[config.mk]
export PLATFORM = sky130hd
export DESIGN_NAME = video_input_capture_port
export DESIGN_NICKNAME = d
export VERILOG_FILES = /design/src/video_capture_pkg.sv /design/src/capture_fifo.sv /design/src/video_input_capture_port.sv
export VERILOG_INCLUDE_DIRS = /design/src
export SDC_FILE = /design/constraint.sdc
export NUM_CORES = 2
export LEC_CHECK = 0
export ABC_CLOCK_PERIOD_IN_PS = 19540
export BUFFER_PORTS_ARGS = -buffer_cell sky130_fd_sc_hd__buf_2
export CAP_MARGIN = 20
export CORE_UTILIZATION = 55
export CTS_CLUSTER_DIAMETER = 40
export CTS_CLUSTER_SIZE = 12
export DETAILED_ROUTE_END_ITERATION = 6
export PLACE_DENSITY = 0.69
export SLEW_MARGIN = 20
export SYNTH_ARGS = -nofsm -noshare
export SYNTH_HDL_FRONTEND = slang
export SYNTH_SLANG_ARGS = --single-unit
[constraint.sdc]
create_clock -name clk_sys_i -period 19.54 [get_ports clk_sys_i]
set_input_delay 2.931 -clock clk_sys_i [delete_from_list [all_inputs] [get_ports clk_sys_i]]
set_output_delay 2.931 -clock clk_sys_i [all_outputs]
set_load 0.05 [all_outputs]
[src/video_capture_defs.svh]
`ifndef VIDEO_CAPTURE_DEFS_SVH
`define VIDEO_CAPTURE_DEFS_SVH
// =============================================================
// Constants of the input capture port
`define VC_PIX_W 24
`define VC_FIFO_DEPTH 32
`define VC_CNT_W 12
`define VC_SV_W 8
`define VC_LINE_FIRST 12'h001
`define VC_BLANK_LEAD 13'h0002
`define VC_LREQ_VS_DELAY 4'h9
`define VC_FLUSH_CLKS 4'h4
// Mode bit positions in the pixel mode select word
`define VC_MB_DBL 3
`define VC_MB_OFS 2
`define VC_MB_BSEL 1
`define VC_MB_RGB 0
`endif

[src/video_capture_pkg.sv]
// =============================================================
// Types of the input capture port
package video_capture_pkg;
	typedef enum logic [4:0]
	{
		PM_SINGLE_A = 5'b00001,
		PM_SINGLE_B = 5'b00010,
		PM_DOUBLE = 5'b00100,
		PM_OFFSET = 5'b01000,
		PM_YUV = 5'b10000
	} pix_mode_t;
	typedef enum logic [3:0]
	{
		LS_WAIT_VS = 4'b0001,
		LS_DELAY = 4'b0010,
		LS_REQ = 4'b0100,
		LS_FLUSH = 4'b1000
	} lreq_state_t;
	typedef enum logic [2:0]
	{
		ZM_NONE = 3'b001,
		ZM_STD = 3'b010,
		ZM_DEINT = 3'b100
	} zoom_mode_t;
endpackage

[src/capture_fifo.sv]
`timescale 1ns/1ps
`default_nettype none
// =============================================================
// Pixel FIFO with a registered output stage
module capture_fifo #(
	parameter int W = 48,
	parameter int DEPTH = 32
) (
	// Clock and reset
	input wire logic clk_sys_i,
	input wire logic rst_b_i,
	// Fill side
	input wire logic in_valid_i,
	output logic in_ready_o,
	input wire logic [W-1:0] in_data_i,
	// Drain side
	output logic out_valid_o,
	input wire logic out_ready_i,
	output logic [W-1:0] out_data_o
);
	localparam int AW = $clog2(DEPTH);
	localparam logic [AW:0] FULL = (AW+1)'(DEPTH);
	logic [W-1:0] mem_q [DEPTH];
	logic [AW-1:0] wr_q, wr_d, rd_q, rd_d;
	logic [AW:0] cnt_q, cnt_d;
	logic ov_q, ov_d;
	logic [W-1:0] od_q, od_d;
	logic push, load;
	// Room left in storage
	assign in_ready_o = (cnt_q != FULL);
	assign out_valid_o = ov_q;
	assign out_data_o = od_q;
	// Next pointers, count and output stage
	always_comb
	begin
		push = in_valid_i && in_ready_o;
		load = (cnt_q != '0) && (!ov_q || out_ready_i);
		wr_d = push ? AW'(wr_q + 1'b1) : wr_q;
		rd_d = load ? AW'(rd_q + 1'b1) : rd_q;
		cnt_d = AW'(0) + cnt_q + (AW+1)'(push) - (AW+1)'(load);
		ov_d = load ? 1'b1 : (out_ready_i ? 1'b0 : ov_q);
		od_d = load ? mem_q[rd_q] : od_q;
	end
	// Registers
	always_ff @(posedge clk_sys_i or negedge rst_b_i)
	begin
		if (!rst_b_i)
		begin
			wr_q <= '0;
			rd_q <= '0;
			cnt_q <= '0;
			ov_q <= 1'b0;
			od_q <= '0;
		end
		else
		begin
			wr_q <= wr_d;
			rd_q <= rd_d;
			cnt_q <= cnt_d;
			ov_q <= ov_d;
			od_q <= od_d;
		end
	end
	// Storage, written by index
	always_ff @(posedge clk_sys_i)
	begin
		if (push)
			mem_q[wr_q] <= in_data_i;
	end
endmodule
`default_nettype wire

[src/video_input_capture_port.sv]
// How it works
// - Low line request when ready for a line
// - Drop request after line, hold through flush
// - Request held until programmed pixels transferred
// - Pixels 24-bit single or 48-bit pair
// - Four mode bits select the pixel mode
// - Single mode samples syncs on qualified clocks
// - Single mode captures only inside active region
// - Data two sampling ticks after blank edges
// - Double mode samples both buses, counts qualified
// - Offset mode samples and counts every clock
// - Offset mode: qualifier picks A or B
// - Syncs sampled on selected pixel clock edge
// - Without interlace, equal windows, zero scales give no zoom
// - Without interlace, larger output window gives standard zoom
// - Interlaced fields get de-interlacing zoom
// - Odd indicator marks upper field, invertible
// - Only active window pixels feed the scaler
// - Field picks one of two vertical starts
// - Vsync sets line one, request nine clocks later
// - Blank lifts two sampling ticks early
`timescale 1ns/1ps
`default_nettype none
`include "video_capture_defs.svh"
// =============================================================
// Input capture port
module video_input_capture_port #(
	parameter int CW = `VC_CNT_W,
	parameter int SVW = `VC_SV_W,
	parameter int FIFO_DEPTH = `VC_FIFO_DEPTH,
	parameter logic [3:0] FLUSH_CLKS = `VC_FLUSH_CLKS
) (
	// Clock and reset
	input wire logic clk_sys_i,
	input wire logic rst_b_i,
	// Input port pins
	input wire logic port_a_pixel_clock_i,
	input wire logic port_a_hsync_i,
	input wire logic port_a_vsync_i,
	input wire logic port_a_clock_qualifier_i,
	input wire logic port_b_clock_qualifier_i,
	input wire logic odd_field_indicator_i,
	input wire logic [`VC_PIX_W-1:0] port_a_data_i,
	input wire logic [`VC_PIX_W-1:0] port_b_data_i,
	output logic line_request_n_o,
	output logic active_blank_n_o,
	// Mode control
	input wire logic double_width_enable_i,
	input wire logic double_offset_enable_i,
	input wire logic port_b_select_i,
	input wire logic rgb_input_enable_i,
	input wire logic odd_polarity_invert_i,
	input wire logic interlace_enable_i,
	input wire logic pclk_rise_sel_i,
	input wire logic hsync_active_high_i,
	input wire logic vsync_active_high_i,
	input wire logic qualifier_active_high_i,
	// Window and scale setup
	input wire logic [CW-1:0] in_h_active_start_i,
	input wire logic [CW-1:0] in_h_active_width_i,
	input wire logic [CW-1:0] in_v_start_upper_field_i,
	input wire logic [CW-1:0] in_v_start_lower_field_i,
	input wire logic [CW-1:0] in_v_active_length_i,
	input wire logic [CW-1:0] out_h_active_width_i,
	input wire logic [CW-1:0] out_v_active_length_i,
	input wire logic [SVW-1:0] h_scale_value_i,
	input wire logic [SVW-1:0] v_scale_value_i,
	// Status
	output video_capture_pkg::zoom_mode_t zoom_mode_o,
	output logic field_upper_o,
	// Pixel stream to the scaler
	output logic pix_valid_o,
	input wire logic pix_ready_i,
	output logic [2*`VC_PIX_W-1:0] pix_data_o
);
	import video_capture_pkg::*;
	localparam int PW = `VC_PIX_W;

	// =============================================================
	// Helpers
	// Mode decode from the four select bits
	function automatic pix_mode_t mode_of(input logic [3:0] b);
		case (b)
			4'b0001: mode_of = PM_SINGLE_A;
			4'b0011: mode_of = PM_SINGLE_B;
			4'b1001: mode_of = PM_DOUBLE;
			4'b0101: mode_of = PM_OFFSET;
			4'b0000: mode_of = PM_YUV;
			default: mode_of = PM_SINGLE_A;
		endcase
	endfunction
	// Position inside start plus length
	function automatic logic in_span(input logic [CW:0] pos, input logic [CW-1:0] st,
		input logic [CW-1:0] len);
		in_span = (pos >= {1'b0, st}) && (pos < ({1'b0, st} + {1'b0, len}));
	endfunction
	// Last position of a span
	function automatic logic at_end(input logic [CW:0] pos, input logic [CW-1:0] st,
		input logic [CW-1:0] len);
		at_end = (len != '0) && (pos == ({1'b0, st} + {1'b0, len} - 1'b1));
	endfunction

	// =============================================================
	// Pin synchronisers
	localparam int SW = 6 + 2*PW;
	logic [SW-1:0] meta_q, sync_q;
	always_ff @(posedge clk_sys_i or negedge rst_b_i)
	begin
		if (!rst_b_i)
		begin
			meta_q <= '0;
			sync_q <= '0;
		end
		else
		begin
			meta_q <= {port_a_pixel_clock_i, port_a_hsync_i, port_a_vsync_i,
				port_a_clock_qualifier_i, port_b_clock_qualifier_i, odd_field_indicator_i,
				port_b_data_i, port_a_data_i};
			sync_q <= meta_q;
		end
	end
	logic pclk_s, hs_s, vs_s, qa_s, qb_s, odd_s;
	logic [PW-1:0] da_s, db_s;
	assign {pclk_s, hs_s, vs_s, qa_s, qb_s, odd_s, db_s, da_s} = sync_q;

	// =============================================================
	// Capture state
	logic pclk_prev_q, hs_prev_q, vs_prev_q, field_q, field_d;
	logic [CW-1:0] hcnt_q, hcnt_d, line_q, line_d;
	logic [PW-1:0] hold_a_q, hold_a_d;
	lreq_state_t st_q, st_d;
	logic [3:0] dly_q, dly_d;
	logic lreq_n_q, lreq_n_d, blank_n_q, blank_n_d;
	zoom_mode_t zoom_q, zoom_d;
	pix_mode_t mode;
	logic pix_edge, tick, qa_act, qb_act, hs_evt, vs_evt, v_act, cap, last_cap;
	logic last_line, push;
	logic [CW-1:0] vstart;
	logic [2*PW-1:0] push_data;
	logic fifo_ready;

	// Next values of the capture logic
	always_comb
	begin
		mode = mode_of({double_width_enable_i, double_offset_enable_i,
			port_b_select_i, rgb_input_enable_i});
		// Selected pixel clock edge
		pix_edge = pclk_rise_sel_i ? (pclk_s && !pclk_prev_q)
			: (!pclk_s && pclk_prev_q);
		qa_act = qualifier_active_high_i ? qa_s : !qa_s;
		qb_act = qualifier_active_high_i ? qb_s : !qb_s;
		// Sampling tick per mode
		case (mode)
			PM_OFFSET: tick = pix_edge;
			PM_SINGLE_B, PM_YUV: tick = pix_edge && qb_act;
			default: tick = pix_edge && qa_act;
		endcase
		hs_evt = tick && (hsync_active_high_i ? hs_s : !hs_s) && !hs_prev_q;
		vs_evt = tick && (vsync_active_high_i ? vs_s : !vs_s) && !vs_prev_q;
		// Line counter and field
		line_d = line_q;
		field_d = field_q;
		if (vs_evt)
			line_d = `VC_LINE_FIRST;
		else if (hs_evt)
			line_d = CW'(line_q + 1'b1);
		vstart = field_q ? in_v_start_upper_field_i : in_v_start_lower_field_i;
		if (hs_evt && !in_span({1'b0, line_q}, vstart, in_v_active_length_i))
			field_d = interlace_enable_i ? (odd_s ^ odd_polarity_invert_i) : 1'b1;
		vstart = field_d ? in_v_start_upper_field_i : in_v_start_lower_field_i;
		v_act = in_span({1'b0, line_d}, vstart, in_v_active_length_i);
		last_line = at_end({1'b0, line_d}, vstart, in_v_active_length_i);
		// Horizontal counter
		hcnt_d = hcnt_q;
		if (hs_evt)
			hcnt_d = '0;
		else if (tick && (hcnt_q != '1))
			hcnt_d = CW'(hcnt_q + 1'b1);
		cap = tick && v_act && in_span({1'b0, hcnt_d}, in_h_active_start_i,
			in_h_active_width_i);
		last_cap = cap && at_end({1'b0, hcnt_d}, in_h_active_start_i, in_h_active_width_i);
		// Blank leads the capture by two ticks
		blank_n_d = blank_n_q;
		if (tick)
			blank_n_d = !(v_act && in_span({1'b0, hcnt_d} + `VC_BLANK_LEAD,
				in_h_active_start_i, in_h_active_width_i));
		// Pixel assembly
		hold_a_d = hold_a_q;
		push = 1'b0;
		push_data = {{PW{1'b0}}, da_s};
		case (mode)
			PM_OFFSET:
			begin
				if (cap && qa_act)
					hold_a_d = da_s;
				push = cap && !qa_act;
				push_data = {db_s, hold_a_q};
			end
			PM_DOUBLE:
			begin
				push = cap;
				push_data = {db_s, da_s};
			end
			PM_SINGLE_B, PM_YUV:
			begin
				push = cap;
				push_data = {{PW{1'b0}}, db_s};
			end
			default:
			begin
				push = cap;
				push_data = {{PW{1'b0}}, da_s};
			end
		endcase
		// Line request sequencing
		st_d = st_q;
		dly_d = dly_q;
		case (st_q)
			LS_WAIT_VS:
				st_d = LS_WAIT_VS;
			LS_DELAY:
			begin
				if (pix_edge)
					dly_d = 4'(dly_q + 1'b1);
				if (pix_edge && (dly_q == 4'(`VC_LREQ_VS_DELAY - 1'b1)))
					st_d = LS_REQ;
			end
			LS_REQ:
			begin
				if (last_cap)
				begin
					st_d = last_line ? LS_WAIT_VS : LS_FLUSH;
					dly_d = '0;
				end
			end
			LS_FLUSH:
			begin
				if (pix_edge && (dly_q != 4'hF))
					dly_d = 4'(dly_q + 1'b1);
				if ((dly_q >= 4'(FLUSH_CLKS - 1'b1)) && pix_edge && fifo_ready)
					st_d = LS_REQ;
			end
			default:
				st_d = LS_WAIT_VS;
		endcase
		if (vs_evt)
		begin
			st_d = LS_DELAY;
			dly_d = '0;
		end
		lreq_n_d = (st_d != LS_REQ);
		// Operating mode
		if (interlace_enable_i)
			zoom_d = ZM_DEINT;
		else if ((in_h_active_width_i == out_h_active_width_i)
			&& (in_v_active_length_i == out_v_active_length_i)
			&& (h_scale_value_i == '0) && (v_scale_value_i == '0))
			zoom_d = ZM_NONE;
		else
			zoom_d = ZM_STD;
	end

	// Registers of the capture logic
	always_ff @(posedge clk_sys_i or negedge rst_b_i)
	begin
		if (!rst_b_i)
		begin
			pclk_prev_q <= 1'b0;
			hs_prev_q <= 1'b0;
			vs_prev_q <= 1'b0;
			field_q <= 1'b1;
			hcnt_q <= '1;
			line_q <= '0;
			hold_a_q <= '0;
			st_q <= LS_WAIT_VS;
			dly_q <= '0;
			lreq_n_q <= 1'b1;
			blank_n_q <= 1'b1;
			zoom_q <= ZM_NONE;
		end
		else
		begin
			pclk_prev_q <= pclk_s;
			if (tick)
			begin
				hs_prev_q <= hsync_active_high_i ? hs_s : !hs_s;
				vs_prev_q <= vsync_active_high_i ? vs_s : !vs_s;
			end
			field_q <= field_d;
			hcnt_q <= hcnt_d;
			line_q <= line_d;
			hold_a_q <= hold_a_d;
			st_q <= st_d;
			dly_q <= dly_d;
			lreq_n_q <= lreq_n_d;
			blank_n_q <= blank_n_d;
			zoom_q <= zoom_d;
		end
	end

	assign line_request_n_o = lreq_n_q;
	assign active_blank_n_o = blank_n_q;
	assign zoom_mode_o = zoom_q;
	assign field_upper_o = field_q;

	// =============================================================
	// Pixel buffer toward the scaler
	capture_fifo #(
		.W(2*PW),
		.DEPTH(FIFO_DEPTH)
	) u_fifo (
		.clk_sys_i(clk_sys_i),
		.rst_b_i(rst_b_i),
		.in_valid_i(push),
		.in_ready_o(fifo_ready),
		.in_data_i(push_data),
		.out_valid_o(pix_valid_o),
		.out_ready_i(pix_ready_i),
		.out_data_o(pix_data_o)
	);

	// =============================================================
	// Checks
	// Blank history over the last two ticks
	logic [1:0] bh_q;
	always_ff @(posedge clk_sys_i or negedge rst_b_i)
	begin
		if (!rst_b_i)
			bh_q <= 2'h3;
		else if (tick)
			bh_q <= {bh_q[0], blank_n_d};
	end
	chk_vs_line_one: assert property (@(posedge clk_sys_i) disable iff (!rst_b_i)
		vs_evt |=> (line_q == `VC_LINE_FIRST) && (st_q == LS_DELAY))
		else $error("vsync did not restart the line count");
	chk_req_nine_edges: assert property (@(posedge clk_sys_i) disable iff (!rst_b_i)
		(st_q == LS_DELAY) && pix_edge && (dly_q == 4'h8) && !vs_evt |=> !lreq_n_q)
		else $error("line request not raised on ninth edge");
	chk_req_held: assert property (@(posedge clk_sys_i) disable iff (!rst_b_i)
		!lreq_n_q && !last_cap && !vs_evt |=> !lreq_n_q)
		else $error("line request dropped before the line ended");
	chk_req_drop: assert property (@(posedge clk_sys_i) disable iff (!rst_b_i)
		(st_q == LS_REQ) && last_cap && !vs_evt |=> lreq_n_q ##1 lreq_n_q)
		else $error("line request not dropped after last pixel");
	chk_blank_lead: assert property (@(posedge clk_sys_i) disable iff (!rst_b_i)
		cap && !hs_evt && (hcnt_d >= CW'(2)) |-> !bh_q[1])
		else $error("pixel taken without blank lifted two ticks before");
	chk_hcnt_clear: assert property (@(posedge clk_sys_i) disable iff (!rst_b_i)
		hs_evt |=> (hcnt_q == '0))
		else $error("hsync did not clear the pixel counter");
	chk_offset_pair: assert property (@(posedge clk_sys_i) disable iff (!rst_b_i)
		(mode == PM_OFFSET) && cap |-> (push == !qa_act))
		else $error("offset mode pushed on the wrong phase");
	chk_zoom_none: assert property (@(posedge clk_sys_i) disable iff (!rst_b_i)
		!interlace_enable_i && (in_h_active_width_i == out_h_active_width_i)
		&& (in_v_active_length_i == out_v_active_length_i) && (h_scale_value_i == '0)
		&& (v_scale_value_i == '0) ##1 $stable(in_h_active_width_i) |-> zoom_q == ZM_NONE)
		else $error("no zoom mode not selected");
	chk_field_pol: assert property (@(posedge clk_sys_i) disable iff (!rst_b_i)
		hs_evt && interlace_enable_i && !in_span({1'b0, line_q}, vstart, in_v_active_length_i)
		&& (field_q == field_d) |=> field_q == ($past(odd_s) ^ $past(odd_polarity_invert_i)))
		else $error("field polarity not applied");
	chk_no_cap_outside: assert property (@(posedge clk_sys_i) disable iff (!rst_b_i)
		push |-> cap)
		else $error("pixel pushed outside the active window");
endmodule
`default_nettype wire

# After elaboration in Yosys (flattened, before gate mapping)

Memory sizes are Yosys's and may differ from the RTL's. A register that Yosys moved wholly into a read port is not among the register bits.
Index checks and enable logic that the tools add are counted.
W data, S select, Z words.

Equality and inequality tests: 22
Bitwise logic cells: 1
Reductions and logical operators: 56
Multiplexer cells: 34
Magnitude comparators: 9
Add/sub/neg operators: 13

Operators by type and width:

| cell                    | count |
|---|---|
| $pmux W48 S3            | 1 |
| $mux W12                | 6 |
| $add A12 B12 Y13        | 3 |
| $lt A12 B13 Y1          | 3 |
| $ge A12 B12 Y1          | 3 |
| $mux W4                 | 9 |
| $logic_and A1 B1 Y1     | 31 |
| $eq A12 B13 Y1          | 2 |
| $sub A13 B1 Y13 const B | 2 |
| $add A12 B1 Y12 const B | 2 |
| $eq A12 B12 Y1          | 2 |
| $pmux W4 S3             | 2 |
| $reduce_bool A12 Y1     | 2 |
| $pmux W5 S4             | 1 |
| $logic_not A8 Y1        | 2 |
| $add A12 B2 Y13 const B | 1 |
| $ge A13 B12 Y1          | 1 |
| $logic_not A1 Y1        | 13 |
| $lt A13 B13 Y1          | 1 |
| $eq A4 B4 Y1 const B    | 3 |
| $mux W1                 | 12 |
| $ne A12 B12 Y1 const B  | 1 |
| $add A5 B1 Y5 const B   | 2 |
| $ne A3 B3 Y1 const B    | 3 |
| 25 further kinds        | 27 |

Memories kept: 1
Register bits: 190
Memory bits (writable): 1536
Word-level logic and storage cells: 154
Output and inout port bits: 55
Input port bits: 167

Memory list:

| name         | words | width | read ports | clocked after memory_dff | write ports | line               | text |
|---|---|---|---|---|---|---|---|
| u_fifo.mem_q | 32    | 48    | 1          | 1                        | 1           | capture_fifo.sv:23 | `logic [W-1:0] mem_q [DEPTH];` |

# Longest topological paths before layout

Word-level depth: 20
Gate-level depth with buffers: 43
Gate-level depth less buffers: 41

# Hierarchy

A second synthesis with hierarchy kept.

Cells, all modules: 4138
Area total of the unflattened synthesis: 72884.9 um^2

Modules (own cells, without submodules):

| module                   | area each (um^2) | times used | cells each |
|---|---|---|---|
| capture_fifo             | 60765.8          | 1          | 2892 |
| video_input_capture_port | 12119.1          | 1          | 1246 |

# Least setup slack after synthesis

Ideal clock, no wire load.

Kind: input-to-reg
Start: in in_v_start_upper_field_i[1]
End: mem u_fifo.mem_q[29][0], enable pin
Path slack: 6.622 ns
Path buffers: 0
Stages on the path: 36
Library setup time: 0.454 ns
Arrival time: 12.464 ns
Data required time: 19.086 ns
Cell sequence: mux2i_1 -> inv_1 -> ha_1 -> a21o_1 -> a21oi_1 -> o21ai_0 -> a21oi_1 -> nand2b_1 -> a21oi_1 -> o21ai_0 -> nand2_1 -> a21oi_1 -> o21ai_0 -> xnor2_1 -> ha_1 -> a21o_1 -> a41oi_1 -> o41ai_1 -> mux2i_1 -> mux2_2 -> ha_1 -> fa_1 -> a211o_1 -> a41oi_1 -> o21ai_0 -> xnor2_1 -> ha_1 -> nand4_1 -> nor3_1 -> or3_1 -> o2111ai_1 -> o211ai_1 -> a221o_1 -> a221oi_2 -> nand2_1 -> nor2_1

Word-level cells in the longest chain between the ends: 18
Elaborated cells on any way between the ends: 20

Ends and longest elaborated chain:

| what                               | line                            | text |
|---|---|---|
| from (decl)                        | video_input_capture_port.sv:61  | `input wire logic [CW-1:0] in_v_start_upper_field_i,` |
| $mux W12                           | video_input_capture_port.sv:167 | `vstart = field_q ? in_v_start_upper_field_i : in_v_start_lower_field_i;` |
| $add A12 B12 Y13                   | video_input_capture_port.sv:95  | `in_span = (pos >= {1'b0, st}) && (pos < ({1'b0, st} + {1'b0, len}));` |
| $lt A12 B13 Y1                     | video_input_capture_port.sv:95  |  |
| $logic_and A1 B1 Y1                | video_input_capture_port.sv:95  |  |
| $logic_not A1 Y1                   | video_input_capture_port.sv:168 | `if (hs_evt && !in_span({1'b0, line_q}, vstart, in_v_active_length_i))` |
| $logic_and A1 B1 Y1                | video_input_capture_port.sv:168 |  |
| $mux W1                            | video_input_capture_port.sv:168 |  |
| $mux W12 *                         | video_input_capture_port.sv:170 | `vstart = field_d ? in_v_start_upper_field_i : in_v_start_lower_field_i;` |
| [2 not listed]                     | n/a                             |  |
| $logic_and A1 B1 Y1 *              | video_input_capture_port.sv:95  |  |
| $logic_and A1 B1 Y1 * (2 in a row) | video_input_capture_port.sv:179 | `cap = tick && v_act && in_span({1'b0, hcnt_d}, in_h_active_start_i,` |
| $logic_and A1 B1 Y1                | video_input_capture_port.sv:196 | `push = cap && !qa_act;` |
| $mux W1 *                          | video_input_capture_port.sv:191 | `case (mode)` |
| $logic_and A1 B1 Y1 *              | capture_fifo.sv:36              | `push = in_valid_i && in_ready_o;` |
| net u_fifo.push                    | capture_fifo.sv:28              | `logic push, load;` |
| $mux W1 *                          | capture_fifo.sv:67              | `if (push)` |
| $mux W1 (not written as such) *    | capture_fifo.sv:68              | `mem_q[wr_q] <= in_data_i;` |
| to (decl)                          | capture_fifo.sv:23              |  |

Mark *: on every way through the listed nets, which the timed path passes. The rest lies on a longest branch.

# Worst setup path in the final report

Start: in in_v_start_upper_field_i[1]
End: mem u_fifo.mem_q[5][14], enable pin

Same word-level chain as after synthesis.

==> results.md <==
Layout:
- The ratio of cells with drive above 1 in the final layout is 0.290.
- The finished layout holds 5942 standard cells, fillers aside.
- In the final design database the tool counted 4366 nets.
- The final design area excluding fillers is 82900 um^2.
- The area added between synthesis and finish is 14.1%.

Detailed routing:
- The count of nets left with antenna violations once routing finished came out at 0.
- The remaining routing DRC violations is 0.
- The first TritonRoute pass finished after 6 iterations.
- The via total after detailed routing is 37500.
- The routed design has 174 mm of wire.
- Using the TritonRoute via totals, the vias-per-cell ratio works out to 6.31.
- The first-iteration detailed-routing DRC count is 4064.
- After detailed routing, the average wire length per cell comes to 29.3 um.

Global routing:
- After global routing the overflow that remains totals 0.
- Across every metal layer, demand over resource in global routing totals 0.267.
- The number of global-route vias before repair is 38100.
- The initial antenna violation count is 6.
- The first global-routing pass estimated 255 mm of wire.
- Entering global routing, the biggest net connects 149 pins.

Setup path:
- The largest single stage delay on the critical path is 1.01 ns.
- The slowest stage cell on the critical path is nor2_4.
- The data arrival time of the worst path is 14.18 ns.
- The startpoint identified for the worst register-to-register timing path is field_upper_o.
- Measured in cells, the most critical reg-to-reg path has a length of 38.
- At the worst endpoint, the required time is 19.95 ns.
- The endpoint type of the worst setup path is a flop.
- The critical setup path kind is in2reg.
- The reg-to-reg setup timing slack is 7.12 ns.
- The endpoint identified for the worst register-to-register timing path is u_fifo.mem_q[5][14].
- STA classifies the critical path startpoint as a primary input.
- The biggest fanout along the worst timing path is 27.

Floorplanning:
- The core area is 130000 um^2.
- The number of top-level design ports is 222.
- The die is 365 um wide.
- The initial utilization of the core area, before any placement, comes to 0.558.
- The die span in y is 365 um.
- The cell row count is 132.
- The die area is 134000 um^2.

Yosys:
- Of the synthesized area, sequential elements account for 0.717.
- By count the netlist is led by edfxtp_1, mux4_2, dfrtp_1, ha_1, nor2_1.
- Synthesis produced a netlist with a net count of 4016.
- In the post-synthesis netlist, the biggest area contributors are edfxtp_1, mux4_2, dfrtp_1, ha_1, mux2i_1.
- The cell count after synthesis came out at 3694.
- The dominant synthesized flop cell is edfxtp_1.
- The number of distinct standard cells referenced by the synthesized netlist is 81.
- In this run the mean area of a mapped cell was 19.7 um^2.
- The register bit total from synthesis is 1774.
- The async set-or-reset flop fraction in the synthesized netlist is 0.134.
- By instance count, the leading cell after synthesis is edfxtp_1.
- The number of synthesized flops with an enable pin is 1536.
- The fraction of post-synthesis cell area in the top cell type by area is 0.635.
- Of all cell types, the one taking the most synthesized area is edfxtp_1.
- For this run, the number of Yosys warnings is 0.
- The summed instance area of the synthesized netlist is 72600 um^2.

Clock tree:
- The clock sink count is 1774.
- The clock-pin slew reported for the worst setup and hold paths after clock tree synthesis is 0.05 ns.
- Counting along the longest clock path gives a buffer depth of 3.
- The clock buffer count from CTS is 202.
- The clock latency of the later-clocked register in the worst-skew pair is 0.82 ns.
- The clock tree synthesis step divided the H-tree into 4 levels.
- The number of gates given a new drive strength after cts is 0.
- After clock tree synthesis, the flow added hold-fix buffers numbering 0.
- The clock tree from TritonCTS is built.
- The library cell used as clock root buffer is clkbuf_16.
- Post-CTS timing repair inserted 0 buffers for setup.

Timing:
- Static timing analysis puts the maximum clock frequency at 72.6 MHz.
- Setup repair after global routing left no endpoint under its margin.
- The worst-margin pin slew is 1.13 ns.
- The final number of hold-violating endpoints is 0.
- On the final layout, the worst hold slack is 0.340 ns.
- The count of final max-slew check failures came to 0.
- The clock period could shrink to 13.78 ns.
- The clock tree skew after final layout is 0.0534 ns.
- The total setup violations reported at the end of the flow is 0.
- For the final routed database, the setup TNS stands at 0 ns.
- Headroom to the max-slew limit came out at 0.249.
- Dividing the final minimum period by the clock period gives 0.705.

Power and ir drop:
- IR analysis of the VDD net gives a maximum drop of 0.000119 V.
- For this design the static power due to leakage is 30.1 nW.
- The power density over the cells is 129 nW/um^2.

Flow run:
- Max-cap violations in this run came to 0.

Hold path:
- The path with the worst hold slack has its endpoint at sync_q[51].
- The worst hold path was traced through 0 stages.
- The startpoint of the lowest-slack hold path is meta_q[51].
- The worst hold-check path type is reg2reg.

Status:
- The run finished with clean final reports.

Placed design:
- After detailed placement, the total cell area comes to 76300 um^2.
- The number of buffers added on ports is 221.
- The global placement routability congestion is 0.862.
- The number of cells in the design after placement is 5578.
- Detailed placement ended at an HPWL of 102 mm.
## cell families (layout without fill, tap and decap cells)
family                   count (synthesis)  in the layout  synth area share
XOR/XNOR                               112            112            0.0141
adder cells (fa/ha/maj)                155            155            0.0271
AO/OA/AOI/OAI                          335            335            0.0304
buffers and inverters                  235            738            0.0123
other                                    0              3                 0
multiplexers                           596            596             0.165
flip-flops                            1774           1774             0.717
AND/OR/NAND/NOR                        487            487            0.0334
## area by class of cell
type | instances | area, um^2
diodes | 3 | 7.51
clock buffers | 270 | 5500
multi-input cells | 1685 | 20000
clock inverters | 87 | 1010
repair buffers | 299 | 1770
fillers | 8781 | 47400
inverters | 82 | 308
flip-flops and latches | 1774 | 52100
well taps | 1742 | 2180
## critical path: cells and delay by family
| kind | cells | cell delay [ns] |
|---|---|---|
| AO/OA/AOI/OAI | 18 | 4.50 |
| AND/OR/NAND/NOR | 7 | 2.47 |
| adder cells (fa/ha/maj) | 5 | 1.57 |
| buffers and inverters | 4 | 1.14 |
| multiplexers | 3 | 1.01 |
| XOR/XNOR | 2 | 0.49 |
## routing by layer
metal,GRT usage,vias up,routed length (um),share of wire
met5,0,-,21,0.00012
met4,0.0808,4,4780,0.028
met3,0.0447,283,13600,0.078
met2,0.429,1731,84900,0.49
met1,0.379,19700,70600,0.41
li1,-,15800,-,-
## sequential cells by signal (all words and copies together) (netlist names), 3 cells and up
name	cells
hcnt_q	12
u_fifo.wr_q	5
u_fifo.rd_q	5
dly_q	4
zoom_mode_o	3
hold_a_q	24
u_fifo.mem_q	1536
sync_q	54
u_fifo.cnt_q	6
meta_q	54
u_fifo.out_data_o	48
line_q	12
st_q	4
## power breakdown
group	total (W)	switching [W]	internal [W]
clock	0.00367	0.00149	0.00218
sequential	0.00438	0.000163	0.00422
combinational	0.00268	0.00147	0.00120
## through the flow
stage	setup slack, ns	utilization	total power [W]
final	5.76	0.636	0.0107
after global routing	4.99	0.636	0.0111
after CTS	5.80	0.635	0.0108
after detailed placement	4.98	0.585	0.00717
after global placement	5.06	0.585	0.00715
after floorplan	6.62	-	0.00638
## how the worst max path moves through the flow
stage	start	to	slack, ns
floorplan	in_v_start_upper_field_i[1]	u_fifo.mem_q[29][0]	6.62
global placement	in_v_start_upper_field_i[1]	u_fifo.mem_q[5][26]	5.06
detailed placement	in_v_start_upper_field_i[1]	u_fifo.mem_q[5][21]	4.98
CTS	in_v_start_upper_field_i[1]	u_fifo.mem_q[5][14]	5.80
global route	in_v_start_lower_field_i[0]	u_fifo.mem_q[5][14]	4.99
finish	in_v_start_upper_field_i[1]	u_fifo.mem_q[5][14]	5.76
## layout by cell type (no fill, tap or decap), types with 27 or more instances in the layout
cell type	synthesis	layout
a21o_1	27	27
a21oi_1	107	106
buf_2	6	220
buf_4	1	70
clkbuf_1	104	55
clkbuf_16	0	207
dfrtp_1	221	216
edfxtp_1	1536	1536
ha_1	151	151
inv_1	82	82
mux2_2	40	40
mux2i_1	76	75
mux4_2	480	480
nand2_1	104	93
nand3_1	36	35
nand4_1	30	30
nor2_1	146	113
nor2_4	0	32
nor3_1	29	28
o21ai_0	51	51
xnor2_1	78	78
xor2_1	30	30
No activity file was read; power rests on OpenSTA's default activity.
